==> src/tlc_pkg.sv <==
// Constants, types and register map of the 10 Mb/s link control block
// Behaviour
// - Nibble interface mode drives a 2.5 MHz interface clock.
// - Serial interface mode drives a 10 MHz interface clock.
// - Clock recovery acquires at preamble, tracks while receiving, times receive.
// - Without transmit requests, send one normal_link_pulse every 16 ms.
// - Link pulses continue during reception and never cause collision.
// - Link-up flag is latching_low, readable at two status positions.
// - Link down goes up after more than seven pulses or qualified data.
// - Squelch inhibit zero needs data plus end_of_packet_marker; one needs data only.
// - Link up stays up on pulses or qualified valid data.
// - Link up drops after 81 to 83 ms without data or pulses.
// - Valid data needs recovery lock held three consecutive bit times.
// - Data seen while down defers link-up until the packet ends.
// - Going up never sets the latched link flag by itself.
// - Append an end_of_packet_marker after every transmitted packet.
// - Half duplex: carrier sense on transmit or receive.
// - Full duplex or repeater: carrier sense only on receive.
// - Half duplex: collision when receive overlaps transmit; full duplex never.
// - Jabber: collision except in full duplex, transmit blocked, pulses sent, latching_high flag set.
// - Jabber inhibit zero enables detection, one disables; resets to zero.
// - Heartbeat pulse on collision after transmit enable falls, when enabled.
// - Heartbeat only in node, half duplex, link up, inhibit zero.
// - One bit time counts as 100 ns.
package tlc_pkg;

	localparam int CLK_MHZ         = 200;
	localparam int CLK_NS          = 5;
	localparam int BIT_NS          = 100;
	localparam int BIT_CYC         = (BIT_NS + CLK_NS - 1) / CLK_NS;
	localparam int MII_PERIOD_NS   = 400;
	localparam int SER_PERIOD_NS   = 100;
	localparam int MII_HALF_CYC    = MII_PERIOD_NS / 2 / CLK_NS;
	localparam int SER_HALF_CYC    = SER_PERIOD_NS / 2 / CLK_NS;
	localparam int LP_PERIOD_MS    = 16;
	localparam int LP_PERIOD_CYC   = LP_PERIOD_MS * 1000 * CLK_MHZ;
	localparam int LP_WIDTH_NS     = 100;
	localparam int LP_WIDTH_CYC    = (LP_WIDTH_NS + CLK_NS - 1) / CLK_NS;
	localparam int LINK_TMO_MS     = 82;
	localparam int LINK_TMO_CYC    = LINK_TMO_MS * 1000 * CLK_MHZ;
	localparam int LP_UP_COUNT     = 8;
	localparam int VALID_BITS      = 3;
	localparam int VALID_CYC       = VALID_BITS * BIT_CYC;
	localparam int JAB_MAX_MS      = 20;
	localparam int JAB_MAX_CYC     = JAB_MAX_MS * 1000 * CLK_MHZ;
	localparam int JAB_OFF_MS      = 500;
	localparam int JAB_OFF_CYC     = JAB_OFF_MS * 1000 * CLK_MHZ;
	localparam int SQE_BITS        = 10;
	localparam int SQE_CYC         = SQE_BITS * BIT_CYC;

	localparam logic [4:0] REG_STATUS = 5'h01;
	localparam logic [4:0] REG_MODE   = 5'h10;
	localparam logic [4:0] REG_DETAIL = 5'h11;
	localparam logic [4:0] REG_OPS    = 5'h12;

	localparam int ST_LINK_BIT    = 2;
	localparam int DT_LINK_BIT    = 0;
	localparam int DT_JAB_BIT     = 2;
	localparam int OP_SQL_INH_BIT = 0;
	localparam int OP_SQE_INH_BIT = 2;
	localparam int OP_JAB_INH_BIT = 5;
	localparam int MD_SERIAL_BIT  = 0;
	localparam int MD_FULL_BIT    = 1;
	localparam int MD_RPT_BIT     = 2;

	typedef enum logic [1:0] {
		LINK_DOWN = 2'b00,
		LINK_WAIT = 2'b01,
		LINK_UP   = 2'b11
	} tlc_link_t;

	typedef enum logic [0:0] {
		JAB_WATCH = 1'b0,
		JAB_LOCK  = 1'b1
	} tlc_jab_t;

	typedef struct packed {
		tlc_link_t   link;
		logic [3:0]  lp_cnt;
		logic        marker_seen;
		logic        data_seen;
		logic [31:0] link_tmr;
		logic [15:0] lock_cnt;
		logic        data_valid;
		logic [31:0] lp_tmr;
		logic        lp_out;
		logic [15:0] div_cnt;
		logic        mac_clk;
		logic        tx_en_d;
		tlc_jab_t    jab;
		logic [31:0] jab_tmr;
		logic [15:0] sqe_cnt;
		logic        sqe;
		logic        crs;
		logic        col;
		logic        line_tx;
		logic        marker_out;
		logic        pll_acq;
		logic        link_ll;
		logic        jab_lh;
		logic        sql_inh;
		logic        sqe_inh;
		logic        jab_inh;
		logic        serial;
		logic        full_dup;
		logic        repeater;
		logic [15:0] rdata;
	} tlc_state_t;

	localparam tlc_state_t TLC_STATE_RST = '0;

endpackage

==> src/tlc_link_ctrl.sv <==
// Control logic of a 10 Mb/s twisted-pair link: clocks, link monitor, carrier, jabber, heartbeat
//
// Design decisions made here: strobed register access and the address map.
module tlc_link_ctrl
	import tlc_pkg::*;
#(
	parameter int LP_PERIOD = LP_PERIOD_CYC,
	parameter int LINK_TMO  = LINK_TMO_CYC,
	parameter int JAB_MAX   = JAB_MAX_CYC,
	parameter int JAB_OFF   = JAB_OFF_CYC,
	parameter int SQE_LEN   = SQE_CYC,
	parameter int VALID_LEN = VALID_CYC
) (
	input  wire logic        clock,
	input  wire logic        rst_n,
	input  wire logic        ce,
	input  wire logic [4:0]  reg_addr,
	input  wire logic [15:0] reg_wdata,
	input  wire logic        reg_wr,
	input  wire logic        reg_rd,
	output logic      [15:0] reg_rdata,
	input  wire logic        mac_tx_en,
	output logic             mac_clk,
	output logic             mac_crs,
	output logic             mac_col,
	input  wire logic        rx_activity,
	input  wire logic        rx_pll_lock,
	input  wire logic        rx_link_pulse,
	input  wire logic        rx_idle_marker,
	output logic             pll_acquire,
	output logic             line_tx_en,
	output logic             line_link_pulse,
	output logic             line_idle_marker
);

	tlc_state_t s_q;
	tlc_state_t s_d;

	logic link_live;
	logic rd_link;
	logic rd_detail;
	logic tx_fall;
	logic sqe_en;
	logic refresh;
	logic jab_set;
	logic tx_active;

	always_comb begin
		s_d = s_q;
		link_live = (s_q.link == LINK_UP);
		rd_link = reg_rd && (reg_addr == REG_STATUS || reg_addr == REG_DETAIL);
		rd_detail = reg_rd && (reg_addr == REG_DETAIL);
		tx_fall = s_q.tx_en_d && !mac_tx_en;
		refresh = 1'b0;
		jab_set = 1'b0;

		// Register writes
		if (reg_wr) begin
			case (reg_addr)
				REG_OPS: begin
					s_d.sql_inh = reg_wdata[OP_SQL_INH_BIT];
					s_d.sqe_inh = reg_wdata[OP_SQE_INH_BIT];
					s_d.jab_inh = reg_wdata[OP_JAB_INH_BIT];
				end
				REG_MODE: begin
					s_d.serial = reg_wdata[MD_SERIAL_BIT];
					s_d.full_dup = reg_wdata[MD_FULL_BIT];
					s_d.repeater = reg_wdata[MD_RPT_BIT];
				end
				default: begin
				end
			endcase
		end

		// Read data stands only in the cycle after the strobe
		s_d.rdata = 16'h0000;
		if (reg_rd) begin
			case (reg_addr)
				REG_STATUS: begin
					s_d.rdata[ST_LINK_BIT] = s_q.link_ll;
				end
				REG_DETAIL: begin
					s_d.rdata[DT_LINK_BIT] = s_q.link_ll;
					s_d.rdata[DT_JAB_BIT] = s_q.jab_lh;
				end
				REG_OPS: begin
					s_d.rdata[OP_SQL_INH_BIT] = s_q.sql_inh;
					s_d.rdata[OP_SQE_INH_BIT] = s_q.sqe_inh;
					s_d.rdata[OP_JAB_INH_BIT] = s_q.jab_inh;
				end
				REG_MODE: begin
					s_d.rdata[MD_SERIAL_BIT] = s_q.serial;
					s_d.rdata[MD_FULL_BIT] = s_q.full_dup;
					s_d.rdata[MD_RPT_BIT] = s_q.repeater;
				end
				default: begin
				end
			endcase
		end

		// Interface clock divider; a mode change applies at once to the half period in progress
		if (s_q.div_cnt >= 16'((s_q.serial ? SER_HALF_CYC : MII_HALF_CYC) - 1)) begin
			s_d.div_cnt = 16'h0000;
			s_d.mac_clk = !s_q.mac_clk;
		end else begin
			s_d.div_cnt = s_q.div_cnt + 16'h0001;
		end

		// Recovery loop runs from the first preamble edge for as long as carrier lasts
		s_d.pll_acq = rx_activity;

		// Lock must hold for three bit times before activity counts as data
		if (rx_activity && rx_pll_lock) begin
			if (s_q.lock_cnt >= 16'(VALID_LEN - 1)) begin
				s_d.data_valid = 1'b1;
			end else begin
				s_d.lock_cnt = s_q.lock_cnt + 16'h0001;
			end
		end else begin
			s_d.lock_cnt = 16'h0000;
			s_d.data_valid = 1'b0;
		end

		// Link monitor
		s_d.link_tmr = s_q.link_tmr + 32'h0000_0001;
		case (s_q.link)
			LINK_DOWN: begin
				s_d.marker_seen = 1'b0;
				s_d.data_seen = 1'b0;
				if (rx_link_pulse) begin
					s_d.link_tmr = 32'h0000_0000;
					s_d.lp_cnt = s_q.lp_cnt + 4'h1;
					if (s_q.lp_cnt >= 4'(LP_UP_COUNT - 1)) begin
						s_d.link = LINK_UP;
						s_d.lp_cnt = 4'h0;
					end
				end else if (s_q.link_tmr >= 32'(LINK_TMO - 1)) begin
					// Stale pulses from a long gap do not add up to a link
					s_d.lp_cnt = 4'h0;
					s_d.link_tmr = 32'h0000_0000;
				end
				if (s_q.data_valid) begin
					s_d.link = LINK_WAIT;
					s_d.lp_cnt = 4'h0;
				end
			end
			LINK_WAIT: begin
				if (rx_idle_marker) begin
					s_d.marker_seen = 1'b1;
				end
				if (!rx_activity) begin
					s_d.link_tmr = 32'h0000_0000;
					if (s_q.sql_inh || s_q.marker_seen || rx_idle_marker) begin
						s_d.link = LINK_UP;
					end else begin
						s_d.link = LINK_DOWN;
					end
				end
			end
			LINK_UP: begin
				if (s_q.data_valid) begin
					s_d.data_seen = 1'b1;
				end
				if (rx_link_pulse) begin
					refresh = 1'b1;
				end
				if (s_q.sql_inh && s_q.data_valid) begin
					refresh = 1'b1;
				end
				if (!s_q.sql_inh && s_q.data_seen && rx_idle_marker) begin
					refresh = 1'b1;
					s_d.data_seen = 1'b0;
				end
				if (refresh) begin
					s_d.link_tmr = 32'h0000_0000;
				end else if (s_q.link_tmr >= 32'(LINK_TMO - 1)) begin
					s_d.link = LINK_DOWN;
					s_d.link_tmr = 32'h0000_0000;
				end
			end
			default: begin
				s_d.link = LINK_DOWN;
			end
		endcase

		// Latched link flag: a read reloads the live value, a failure clears it
		if (rd_link) begin
			s_d.link_ll = link_live;
		end
		if (s_d.link != LINK_UP) begin
			s_d.link_ll = 1'b0;
		end

		// Jabber watchdog
		s_d.tx_en_d = mac_tx_en;
		case (s_q.jab)
			JAB_WATCH: begin
				if (mac_tx_en) begin
					s_d.jab_tmr = s_q.jab_tmr + 32'h0000_0001;
				end else begin
					s_d.jab_tmr = 32'h0000_0000;
				end
				if (mac_tx_en && !s_q.jab_inh && s_q.jab_tmr >= 32'(JAB_MAX - 1)) begin
					s_d.jab = JAB_LOCK;
					s_d.jab_tmr = 32'h0000_0000;
					jab_set = 1'b1;
				end
			end
			JAB_LOCK: begin
				// Release only once the MAC has let go, so no packet tail leaks out
				if (s_q.jab_tmr >= 32'(JAB_OFF - 1)) begin
					if (!mac_tx_en) begin
						s_d.jab = JAB_WATCH;
						s_d.jab_tmr = 32'h0000_0000;
					end
				end else begin
					s_d.jab_tmr = s_q.jab_tmr + 32'h0000_0001;
				end
			end
			default: begin
				s_d.jab = JAB_WATCH;
			end
		endcase

		// Latched jabber flag: the set wins over a read in the same cycle
		if (rd_detail) begin
			s_d.jab_lh = (s_q.jab == JAB_LOCK);
		end
		if (jab_set) begin
			s_d.jab_lh = 1'b1;
		end

		s_d.line_tx = mac_tx_en && (s_d.jab == JAB_WATCH);
		s_d.marker_out = tx_fall && (s_q.jab == JAB_WATCH);

		// Idle pulses run whenever nothing real goes out, reception or not
		tx_active = mac_tx_en && (s_q.jab == JAB_WATCH);
		if (tx_active) begin
			s_d.lp_tmr = 32'h0000_0000;
		end else if (s_q.lp_tmr >= 32'(LP_PERIOD - 1)) begin
			s_d.lp_tmr = 32'h0000_0000;
		end else begin
			s_d.lp_tmr = s_q.lp_tmr + 32'h0000_0001;
		end
		s_d.lp_out = !tx_active && (s_d.lp_tmr >= 32'(LP_PERIOD - LP_WIDTH_CYC));

		// Heartbeat after each packet while sqe_en holds: node, half duplex, link up, inhibit clear
		sqe_en = !s_q.repeater && !s_q.full_dup && link_live && !s_q.sqe_inh;
		if (!sqe_en) begin
			s_d.sqe = 1'b0;
			s_d.sqe_cnt = 16'h0000;
		end else if (tx_fall) begin
			s_d.sqe = 1'b1;
			s_d.sqe_cnt = 16'h0000;
		end else if (s_q.sqe) begin
			if (s_q.sqe_cnt >= 16'(SQE_LEN - 1)) begin
				s_d.sqe = 1'b0;
			end else begin
				s_d.sqe_cnt = s_q.sqe_cnt + 16'h0001;
			end
		end

		// Carrier and collision toward the MAC; link pulses never enter rx_activity
		if (s_q.full_dup || s_q.repeater) begin
			s_d.crs = rx_activity;
		end else begin
			s_d.crs = rx_activity || mac_tx_en;
		end
		if (s_q.full_dup) begin
			s_d.col = 1'b0;
		end else begin
			s_d.col = (mac_tx_en && rx_activity) || (s_d.jab == JAB_LOCK) || s_d.sqe;
		end
	end

	always_ff @(posedge clock) begin
		if (!rst_n) begin
			s_q <= TLC_STATE_RST;
		end else if (ce) begin
			s_q <= s_d;
		end
	end

	assign reg_rdata = s_q.rdata;
	assign mac_clk = s_q.mac_clk;
	assign mac_crs = s_q.crs;
	assign mac_col = s_q.col;
	assign pll_acquire = s_q.pll_acq;
	assign line_tx_en = s_q.line_tx;
	assign line_link_pulse = s_q.lp_out;
	assign line_idle_marker = s_q.marker_out;

endmodule

==> config.mk <==
export PLATFORM = sky130hd
export DESIGN_NAME = tlc_link_ctrl
export DESIGN_NICKNAME = d
export VERILOG_FILES = /design/src/tlc_pkg.sv /design/src/tlc_link_ctrl.sv
export SDC_FILE = /design/constraint.sdc
export NUM_CORES = 1
export LEC_CHECK = 0
export ABC_AREA = 1
export BUFFER_PORTS_ARGS = -buffer_cell sky130_fd_sc_hd__buf_2
export CAP_MARGIN = 10
export CORE_MARGIN = 1.5
export CORE_UTILIZATION = 55
export CTS_CLUSTER_DIAMETER = 150
export DETAILED_ROUTE_END_ITERATION = 6
export PLACE_DENSITY = 0.73
export SYNTH_ARGS = -nofsm -noshare
export SYNTH_HDL_FRONTEND = slang
export SYNTH_SLANG_ARGS = --single-unit
==> constraint.sdc <==
create_clock -name clock -period 2.8 [get_ports clock]
set_input_delay 0.7 -clock clock [delete_from_list [all_inputs] [get_ports clock]]
set_output_delay 0.7 -clock clock [all_outputs]
set_load 0.05 [all_outputs]
Word-level counts from Yosys, hierarchy flattened
Cells that the tools add are included.
Storage, ports and cells
  word-level logic and storage cells: 169
  output and inout bits: 23
  flip-flop bits (word level): 175
  input port bits: 31
Operators by class
  bitwise gates (word level): 2
  eq/ne operators: 14
  reduce and logical (&&, ||, !) cells: 50
  add/subtract/negate cells: 8
  multiplexer cells: 56
  magnitude comparators: 9
Operator list (count)
  two-way mux 32 bit: 8
  adder 32 x 1 -> 32 bit (second input constant): 3
  greater-or-equal comparator 32 x 22 -> 1 bit (second input constant): 3
  one-hot mux 32 bit (3 select lines): 1
  two-way mux 17 bit: 4
  two-way mux 33 bit: 2
  one-hot mux 33 bit (2 select lines): 1
  adder 16 x 1 -> 16 bit (second input constant): 3
  two-way mux 16 bit: 3
  greater-or-equal comparator 32 x 24 -> 1 bit (second input constant): 1
  greater-or-equal comparator 32 x 27 -> 1 bit (second input constant): 1
  two-way mux 1 bit: 21
  two-way mux 6 bit: 3
  AND reduction 3 bit: 6
  logical AND 1 bit: 17
  greater-or-equal comparator 16 bit: 1
  greater-or-equal comparator 16 x 6 -> 1 bit (second input constant): 1
  greater-or-equal comparator 16 x 8 -> 1 bit (second input constant): 1
  equality test 5 bit (second input constant): 3
  AND reduction 2 bit: 6
  two-way mux 2 bit: 5
  != test 3 bit (second input constant): 3
  zero test 1 bit: 8
  two-way mux 4 bit: 2
  other kinds (19): 32

Logic depth before layout (Yosys ltp)
Gate-level depths: netlist (run 1).
  word-level depth: 10
  gate-level depth with buffers: 17
  depth with buffers taken out: 16

Least setup slack after synthesis (run 1)
Ideal clock, no wire load.
  path kind: input to register
  from: input ce
  to: register s_q[174] (netlist name)
  cell stages on the path: 12
  path buffers: 1
  setup time: 132 ps
  slack: 606 ps
  data arrival time: 2062 ps
  data required time: 2668 ps
  cells stage by stage: buf_6 -> inv_4 -> nor2_2 -> nand2_1 -> nor4_2 -> nand3_1 -> nor2_1 -> nand3_1 -> nor2_1 -> nand3_1 -> nor2_1 -> nor3_1
RTL lines
  start: declaration: RTL line tlc_link_ctrl.sv:16  | input wire logic ce,
  end signal: assignment: RTL line tlc_link_ctrl.sv:278  | s_q <= TLC_STATE_RST;
  end signal: assignment: RTL line tlc_link_ctrl.sv:280  | s_q <= s_d;
  end: declaration: RTL line tlc_link_ctrl.sv:36  | tlc_state_t s_q;

Final worst setup path (run 1)
  from: register s_q[46] (netlist name)
  to: register s_q[48] (netlist name)
On the way
  longest elaborated chain between the ends: 4
  elaborated cells on any way between the ends: 10
  those cells by class: add/sub (1); order compare (2); eq/ne (1); mux (4); reduce/logical (2)
Ends and longest elaborated chain
  adder 32 x 1 -> 32 bit or greater-or-equal comparator 32 x 22 -> 1 bit (tied branches): RTL line tlc_link_ctrl.sv:199, tlc_link_ctrl.sv:217, tlc_link_ctrl.sv:203
  two-way mux 32 bit or logical AND 1 bit (tied branches): RTL line tlc_link_ctrl.sv:198, tlc_link_ctrl.sv:203
  two-way mux 33 bit: RTL line tlc_link_ctrl.sv:203  | if (mac_tx_en && !s_q.jab_inh && s_q.jab_tmr >= 32'(JAB_MAX - 1)) begin
  one-hot mux 33 bit (2 select lines): RTL line tlc_link_ctrl.sv:196  | case (s_q.jab)
Several ways; a longest one is shown, not always the timed one.
A chain may end at the register's enable or synchronous reset.

==> run metrics, run 1 <==
CP max-delay cell dfxtp_1; Setup WS pre-CTS 0.3049 ns; unrepaired setup endpoints after global routing false; Pwr per Cell Area 547.2 nW/µm²; peak supply drop 501.5 µV; DP HPWL 14.32 mm; FMAX 404.8 MHz; PortBufs 29; synth top area cells dfxtp_1 37%, nand2_1 12%, nor2_1 8.4%, inv_1 6.3%, nand3_1 5.2%; Post-synth ARST share 0; Routed Antenna Nets 0; antenna violations before repair 0; crit-path most repeated cell nand2_1; CP startpoint kind register; clock skew 0.008942 ns; number of flops mapped to enable cells by yosys 0; clock root cell clkbuf_16; Final min period 2.471 ns; die height 133.4 µm; CTS max path bufs 2; Via-to-Cell Ratio 5.272; DIE AREA 17790 µm²; DRC errors left 0; Synth warnings 0; first-pass GRT wire length 35.07 mm; Tightest Pin Transition 0.6770 ns; number of synthesized register bits 175; Leak 0.004026 µW; # setup viols final 0; Final Slew Violations 0; most frequent cell after synthesis nand2_1; Sink Count 175; top cells by count, synth 301 x nand2_1, 208 x nor2_1, 175 x dfxtp_1; GRT overflow 0; H-tree depth 4; Netlist Area Pre-Place 9348 µm²; Worst Setup End Kind register; CTS Hold Bufs 0; DRT iter0 DRCs 538; Hold Crit Class register to register; CP max stage delay 0.37 ns; post-CTS setup buffers 0; synth unique cells 59; Final WS setup 0.3294 ns; layout cells sized above 1 0.08501; crit path DAT 2.79 ns; CTS clk-pin slew, worst paths 0.06 ns; Slew Limit Headroom 0.5487; Area growth syn-to-layout 9.196%; Gates resized, CTS repair 0; Power Total 5585 µW; status completed; period utilization 0.8823; FP Rows 47; TritonRoute pass-1 iters 6; num ports 54; Tot GR Track Use 0.2391; worst-path fanout max 41; DIE WIDTH 133.4 µm; Placeable Area 16580 µm²; initial core utilization 0.5637; detailed-route wire length 20.61 mm; Post-synth top flop dfxtp_1; Cell Chain, Critical Path ha_1 -> nand2_2 -> inv_2 -> nand4_4 -> nor2_4 -> inv_1 -> o31ai_2 -> nand2_1 -> nand2_2 -> nand2_4 -> nand2_8 -> inv_4 -> nand2_1 -> nand2_1 -> o21ai_0 -> nor2_1; Final Hold Fails 0; largest net degree at the start of global routing 75; total negative setup slack 0 ns; Mapped Cells 1367; crit path kind register to register; wire per inst 12.82 µm; Placer Congestion 0.8714; CTS tree built; required time worst endpoint 3.12 ns; vias 8478; total of max-cap violations 0; Synth top area share 0.3748; Avg Inst Size Synth 6.838 µm²; vias in the first global route 7738; n_diodes 0; layout net count 1423; Worst-Skew Late Latency 0.43 ns; Yosys top cell by area dfxtp_1; CTS buffer count 17; Seq/Total Area, Yosys 0.3748
[state kept, by name, summed over array words and instances (netlist names)]
| register | count |
|---|---|
| line_idle_marker | 1 |
| mac_crs | 1 |
| mac_clk | 1 |
| line_link_pulse | 1 |
| reg_rdata | 4 |
| line_tx_en | 1 |
| s_q | 164 |
| mac_col | 1 |
| pll_acquire | 1 |
[critical path, delay by kind of cell, from the launching register on]
family,cells,cell delay [ns]
adder cells (fa/ha/maj),1,0.28
flip-flops,1,0.37
AND/OR/NAND/NOR,10,1.06
AO/OA/AOI/OAI,2,0.26
buffers and inverters,3,0.37
[layout by cell type (no fill, tap or decap), drive strengths merged, types with 2 or more instances in the layout]
cell and instances:
nand2 308, nor2 217, dfxtp 175, inv 160
nand3 106, a21oi 75, o21ai 51, nor3 48
buf 39, nand4 30, xor2 27, clkbuf 20
nor4 19, ha 15, conb 12, xnor2 9
a211oi 9, nor3b 9, a31oi 8, o211ai 6
or2 5, o21bai 5, bufinv 5, clkinv 5
o211a 4, o21a 3, o31ai 3, o22ai 2
[kinds of logic (layout without fill, tap and decap cells)]
group	after synthesis	in the layout	share of synthesized area
AO/OA/AOI/OAI	172	172	0.1075
XOR/XNOR	36	36	0.03373
adder cells (fa/ha/maj)	15	15	0.02008
buffers and inverters	220	230	0.1017
flip-flops	175	175	0.3748
other	1	12	0.0004012
AND/OR/NAND/NOR	748	748	0.3618
[per-layer routing]
metal | part of all wire | global-route usage | wire length [µm]
met1 | 0.48 | 0.3034 | 9816
met2 | 0.47 | 0.4128 | 9726
met3 | 0.034 | 0.04795 | 698
met4 | 0.018 | 0.06763 | 368
met5 | 0 | 0 | 0
[cell type report]
cell class,count,area [µm²]
clock buffers,20,466.7
multi-input cells,983,4935
well taps,220,275.3
flip-flops and latches,175,3503
fillers,1529,6376
clock inverters,10,185.2
repair buffers,39,232.7
inverters,161,609.3
[final timing paths]
| check | start | slack, ns | cells after the start | to |
|---|---|---|---|---|
| worst min-delay path | s_q[91]$_SDFFE_PN0P_ | 0.44 | 2 | s_q[91]$_SDFFE_PN0P_ |
| worst max-delay path | s_q[46]$_SDFFE_PN0P_ | 0.33 | 16 | s_q[48]$_SDFFE_PN0P_ |
| worst max register to register | s_q[46]$_SDFFE_PN0P_ | 0.33 | 16 | s_q[48]$_SDFFE_PN0P_ |
| worst min register to register | s_q[91]$_SDFFE_PN0P_ | 0.44 | 2 | s_q[91]$_SDFFE_PN0P_ |
[per-stage QoR]
| step | instances | area [µm²] | util | hold slack (ns) |
|---|---|---|---|---|
| 6_report | 1608 | 10210 | 0.6155 | 0.4372 |
| 5_1_grt | 1608 | 10210 | 0.6155 | 0.4480 |
| 3_5_place_dp | 1578 | 9555 | 0.5762 | 0.4279 |
| 2_1_floorplan | 1378 | 9389 | - | 0.4187 |
| 3_3_place_gp | 1578 | 9555 | 0.5762 | 0.4265 |
| 4_1_cts | 1608 | 10210 | 0.6155 | 0.4390 |
[power breakdown]
group	internal, µW	switching, µW	leakage, µW
clock network	1640	973	0.000318
registers	2530	45.4	0.00142
logic	107	286	0.00229
total	4280	1310	0.00403
(Power assumes the default switching activity.)
==> inputs of run 2 (changes only) <==
- ABC_AREA: 1 -> not set
- SKIP_LAST_GASP: not set -> 1
==> run 2 against run 1 <==
Against the previous run: sequential power fell by 2%; combinational power fell by 33%; worst setup slack got worse by 0.14 ns; sequential cell count did not move; utilization rose by 2.2 points; synthesized cell count fell by 24%; critical endpoint is now s_q[67]$_SDFFE_PN0P_; highest routed layer is now met5.
==> run metrics, run 2 <==
Internal 3970 µW (-7.3%); largest net degree at the start of global routing 41 (-45%); Yosys top cell by area dfxtp_1; DIE AREA 16700 µm² (-6.1%); Synth top area share 0.3999 (+0.02510); # setup viols final 0 (unchanged); Tot GR Track Use 0.2378 (-0.001300); worst-path fanout max 10 (-76%); Post-synth ARST share 0 (unchanged); Placer Congestion 0.8418 (-3.4%); peak supply drop 417.7 µV (-17%); Synth warnings 0 (unchanged); Sink Count 175 (unchanged); Slew Limit Headroom 0.3258 (-0.2229); xor-xnor portion of the synthesized cell area 0.05698 (+0.02325); Tightest Pin Transition 1.005 ns (+0.3276 ns); Cell Chain, Critical Path or4_1 -> or3b_4 -> o2111ai_4 -> nand3_4 -> or4_1 -> a21oi_1; CP Depth 6 (-10); max reg flops 164 (unchanged); Final min period 2.613 ns (+0.1429 ns); Comb power frac 0.051 (-0.019); Biggest register s_q; WP buf/inv 0 (-3); total of max-cap violations 0 (unchanged); Reg2Reg Depth 6 (-10); required time worst endpoint 3.15 ns (+0.03 ns); Post-synth top flop dfxtp_1; FMAX 382.6 MHz (-5.5%); layout cells sized above 1 0.1087 (+0.02364); DIE WIDTH 129.2 µm (-3.1%); crit path kind register to register; synth unique cells 72 (+22%); PortBufs 29 (unchanged); commonest cells after routing, fill and taps aside 175 x dfxtp_1, 126 x nor2_1, 73 x nand2_1, 62 x a21oi_1, 46 x and3_1; DP Cell Count 1265 (-20%); CTS Hold Bufs 0 (unchanged); Leak 0.003642 µW (-9.5%); GRT overflow 0 (unchanged); fillers 1352 (-12%); flip-flop and latch area 3503 µm² (unchanged); DRC errors left 0 (unchanged); layout net count 1119 (-21%); post-synthesis compound-gate area fraction 0.1622 (+0.05476); commonest non-fill, non-tap cell in the layout dfxtp_1; adder-cell share of the synthesized area 0.02142 (+0.001345); clock skew 0.009740 ns (+0.0007979 ns); CTS tree built; Final Hold Fails 0 (unchanged); DP HPWL 13.18 mm (-8.0%); top cells by count, synth 175 x dfxtp_1, 126 x nor2_1, 73 x nand2_1; Avg Inst Size Synth 8.400 µm² (+23%); num ports 54 (unchanged); Routed Antenna Nets 0 (unchanged); total negative setup slack 0 ns (unchanged); crit-path most repeated cell or4_1; period utilization 0.9334 (+0.05103); vias 7578 (-11%); wire per inst 14.90 µm (+16%); most frequent cell after synthesis dfxtp_1; post-synthesis simple-gate area fraction 0.2916 (-0.07017); Placeable Area 15370 µm² (-7.3%); status completed; number of flops mapped to enable cells by yosys 0 (unchanged); first-pass GRT wire length 32.37 mm (-7.7%); DR top layer met5; Clock power frac 0.462 (-0.007); clock root cell clkbuf_16; largest family of logic cells by synthesized area simple AND/OR/NAND/NOR gates; unrepaired setup endpoints after global routing false; crit path DAT 2.97 ns (+0.18 ns); hold slack 0.4608 ns (+0.02359 ns); vias in the first global route 7031 (-9.1%); Worst Setup End Kind register; Top delay family on crit path simple AND/OR/NAND/NOR gates; Area growth syn-to-layout 11.80%; M1 WL 9.048 mm (-7.8%); antenna violations before repair 2 (+2); mux cell area share after synthesis 0.02085 (+0.02085); number of synthesized register bits 175 (unchanged); H-tree depth 4 (unchanged); Multi-input gate area 4897 µm² (-0.76%); CP max-delay cell or4_1; post-CTS setup buffers 0 (unchanged); Hold Crit Class register to register; met2 wire length 9.216 mm (-5.2%); Setup WS pre-CTS 0.04338 ns (-0.2615 ns); switching share of total power 0.2314 (-0.002269); synth top area cells dfxtp_1 40%, nor2_1 5.4%, xor2_1 3.9%, a21oi_1 3.5%, and3_1 3.3%; CP max stage delay 0.54 ns (+0.17 ns); Gates resized, CTS repair 0 (unchanged); CTS max path bufs 2 (unchanged); Pwr per Cell Area 527.3 nW/µm² (-3.6%); CTS clk-pin slew, worst paths 0.07 ns (about the same); Mapped Cells 1043 (-24%); DRT iter0 DRCs 553 (+2.8%); FP Rows 45 (-4.3%); non-filler instance count after layout 1299 (-19%); Final WS setup 0.1866 ns (-0.1429 ns); Seq/Total Area, Yosys 0.3999 (+0.02510); CP startpoint kind register; switching pwr 1195 µW (-8.4%); Netlist Area Pre-Place 8761 µm² (-6.3%); Final Slew Violations 0 (unchanged); Worst-Skew Late Latency 0.42 ns (about the same); detailed-route wire length 19.35 mm (-6.1%); Hold Crit Depth 2 (unchanged); Seq pwr share 0.488 (+0.027); die height 129.2 µm (-3.1%); final core occ 0.6372 (+0.02169); Via-to-Cell Ratio 5.834 (+11%); met3 routed WL 868 µm (+24%); TritonRoute pass-1 iters 5 (-1); initial core utilization 0.5700 (+0.006284); CTS buffer count 17 (unchanged)
==> run 2: layout make-up <==
type	count	area share
multi-input cells	787	0.5000
clock inverters	11	0.01354
flip-flops and latches	175	0.3577
inverters	29	0.01111
diodes	2	0.0005110
repair buffers	63	0.04216
clock buffers	21	0.04803
well taps	211	0.02695
==> run 2: logic make-up (layout without fill, tap and decap cells) <==
family,Yosys count,in the layout
DFF,175,175
AOI/OAI and AO/OA,213,213
adders and majority gates,15,15
buffers and inverters,92,124
other,1,14
and+or+nand+nor,472,472
xor gates and xnor gates,57,57
muxes,18,18
==> run 2: routing by layer <==
| layer | vias up | GRT usage |
|---|---|---|
| li1 | 3848 | - |
| met4 | 2 | 0.06874 |
| met5 | - | 0 |
| met1 | 3573 | 0.3055 |
| met3 | 18 | 0.05904 |
| met2 | 137 | 0.3967 |
==> run 2: power groups by stage <==
stage | combinational, µW | clock, µW | sequential [µW]
6_report | 262 | 2380 | 2520
5_1_grt | 285 | 2550 | 2520
2_1_floorplan | 182 | 0 | 2580
4_1_cts | 263 | 2440 | 2520
3_3_place_gp | 259 | 0 | 2570
3_5_place_dp | 261 | 0 | 2570
==> run 2: worst register-to-register path, stage by stage, from the launching register on <==
cell,delay [ns]
dfxtp_1,0.36
or4_1,0.54
or3b_4,0.44
o2111ai_4,0.34
nand3_4,0.20
or4_1,0.51
a21oi_1,0.15
==> run 2: per-stage QoR <==
stage               instance area, µm²  total power [µW]
global route                      9789              5352
floorplan                         8802              2765
detailed placement                9186              2835
CTS                               9789              5221
finish                            9794              5165
global placement                  9186              2832
==> run 2: path summary, 6_finish.rpt <==
kind                         startpoint                     to  slack, ns
setup / recovery   s_q[55]$_SDFFE_PN0P_   s_q[67]$_SDFFE_PN0P_       0.19
hold / removal    s_q[136]$_SDFFE_PN0P_  s_q[136]$_SDFFE_PN0P_       0.46
setup reg to reg   s_q[55]$_SDFFE_PN0P_   s_q[67]$_SDFFE_PN0P_       0.19
hold reg to reg   s_q[136]$_SDFFE_PN0P_  s_q[136]$_SDFFE_PN0P_       0.46
==> inputs of run 3 (changes only) <==
- CORE_UTILIZATION: 55 -> 60
- PLACE_DENSITY: 0.73 -> 0.79
==> run 3 against run 2 <==
Against the previous run: sequential share of layout area down 0.096 points; sequential cell count unchanged; sequential power about the same; critical path depth up 1; non-clock buffer count up 2; register-to-register slack worse by 0.06 ns; die area down 8.1%; first-iteration DRC count up 17%; worst setup slack worse by 0.065 ns; largest power group is now the clock network.
==> run metrics, run 3 (same netlist as run 2, synthesis figures left out) <==
max reg flops 164 (unchanged); GRT overflow 0 (unchanged); Final min period 2.678 ns (+0.06478 ns); Leak 0.003674 µW (+0.89%); worst-path fanout max 10 (unchanged); first-pass GRT wire length 31.93 mm (-1.3%); largest net degree at the start of global routing 50 (+22%); Biggest register s_q; Worst-Skew Late Latency 0.43 ns (about the same); layout cells sized above 1 0.1105 (+0.001842); unrepaired setup endpoints after global routing false; initial core utilization 0.6239 (+0.05393); commonest non-fill, non-tap cell in the layout dfxtp_1; Hold Crit Class register to register; Sink Count 175 (unchanged); Power Total 5355 µW (+3.7%); CP max stage delay 0.54 ns (about the same); CP max-delay cell or4_4; Placer Congestion 0.8852 (+5.2%); # setup viols final 0 (unchanged); non-filler instance count after layout 1266 (-2.5%); WP buf/inv 1 (+1); DP HPWL 12.96 mm (-1.7%); vias in the first global route 6822 (-3.0%); Worst Setup End Kind register; commonest cells after routing, fill and taps aside 175 x dfxtp_1, 126 x nor2_1, 73 x nand2_1, 62 x a21oi_1, 46 x and3_1; peak supply drop 453.9 µV (+8.7%); total negative setup slack 0 ns (unchanged); crit-path most repeated cell or4_4; antenna violations before repair 1 (-1); DRT iter0 DRCs 648 (+17%); DP Cell Count 1235 (-2.4%); vias 7646 (+0.90%); H-tree depth 4 (unchanged); crit path DAT 3.04 ns (+0.07 ns); Pwr per Cell Area 545.3 nW/µm² (+3.4%); PortBufs 29 (unchanged); CP startpoint kind register; die height 123.8 µm (-4.2%); DIE AREA 15340 µm² (-8.1%); layout net count 1121 (+0.18%); CTS clk-pin slew, worst paths 0.06 ns (about the same); num ports 54 (unchanged); Cell Chain, Critical Path or4_4 -> or3b_4 -> o2111ai_4 -> buf_4 -> nand2_4 -> or4_4 -> a21oi_2; crit path kind register to register; n_diodes 0 (-2); clock root cell clkbuf_16; FMAX 373.4 MHz (-2.4%); total of max-cap violations 0 (unchanged); CTS max path bufs 2 (unchanged); Via-to-Cell Ratio 6.039 (+3.5%); detailed-route wire length 19.43 mm (+0.39%); DRC errors left 0 (unchanged); CTS Hold Bufs 0 (unchanged); status completed; DIE WIDTH 123.8 µm (-4.2%); TritonRoute pass-1 iters 5 (unchanged); CTS buffer count 17 (unchanged); required time worst endpoint 3.17 ns (+0.02 ns); Slew Limit Headroom 0.3370 (+0.01118); wire per inst 15.35 µm (+3.0%); clock skew 0.005794 ns (-0.003945 ns); R2R setup slack 0.12 ns (-0.06 ns); Final Hold Fails 0 (unchanged); Placeable Area 14040 µm² (-8.6%); Routed Antenna Nets 0 (unchanged); Top delay family on crit path simple AND/OR/NAND/NOR gates; FP Rows 43 (-4.4%); Area growth syn-to-layout 12.10%; Tightest Pin Transition 0.9879 ns (-0.01666 ns); Tot GR Track Use 0.2621 (+0.02431); period utilization 0.9565 (+0.02313); CTS tree built; Final Slew Violations 0 (unchanged)
-- run 3: changes by cell type in the layout (fill, tap and decap cells not counted), moves of 2 or more --
cell,delta
clkinv_2,+2
clkinv_4,-4
diode_2,-2
bufinv_16,+3
-- run 3: final timing paths --
path | start | to | depth (start not counted)
worst max-delay path | s_q[55]$_SDFFE_PN0P_ | s_q[74]$_SDFFE_PN0P_ | 7
worst min-delay path | s_q[41]$_SDFFE_PN0P_ | s_q[41]$_SDFFE_PN0P_ | 1
worst max register to register | s_q[55]$_SDFFE_PN0P_ | s_q[74]$_SDFFE_PN0P_ | 7
worst min register to register | s_q[41]$_SDFFE_PN0P_ | s_q[41]$_SDFFE_PN0P_ | 1
-- run 3: routing by layer --
metal	up-vias	track usage	share of wire
met2	198	0.4258	0.47
li1	3837	-	-
met5	-	0	0.00067
met3	27	0.06593	0.050
met1	3582	0.3441	0.47
met4	2	0.07902	0.012
-- run 3: what timing repair did --
| action | in CTS | in global routing |
|---|---|---|
| setup buffers | 0 | 1 |
| endpoints found under the setup margin | 0 | 1 |
| resized for setup | 0 | 1 |
-- run 3: worst reg2reg max path: stages (launching register included) --
cell and delay [ns]:
dfxtp_1 0.35, or4_4 0.53, or3b_4 0.43, o2111ai_4 0.36, buf_4 0.19, nand2_4 0.08
or4_4 0.54, a21oi_2 0.13
-- run 3: metrics by stage --
step                      area, µm²  worst slack, ns  utilization  hold WS (ns)
after global routing           9821          0.03340       0.6994        0.4763
after global placement         9168           0.1690       0.6529        0.4432
after floorplan                8802           0.1103            -        0.4305
after detailed placement       9168           0.1548       0.6529        0.4448
after CTS                      9809           0.1041       0.6986        0.4636
final                          9821           0.1218       0.6994        0.4578
-- run 3: cell type report --
cell class | count | area (µm²)
clock buffer | 19 | 452.9
clock inverter | 11 | 188.9
fill | 1114 | 4222
inverter | 29 | 108.9
multi-input combinational | 787 | 4901
sequential | 175 | 3503
tap | 180 | 225.2
timing repair buffer | 65 | 440.4
-- run 3: power breakdown --
| part | internal [µW] | switching [µW] | total (µW) |
|---|---|---|---|
| sequential | 2500 | 16.4 | 2520 |
| clock | 1620 | 954 | 2570 |
| combinational | 73.6 | 191 | 265 |
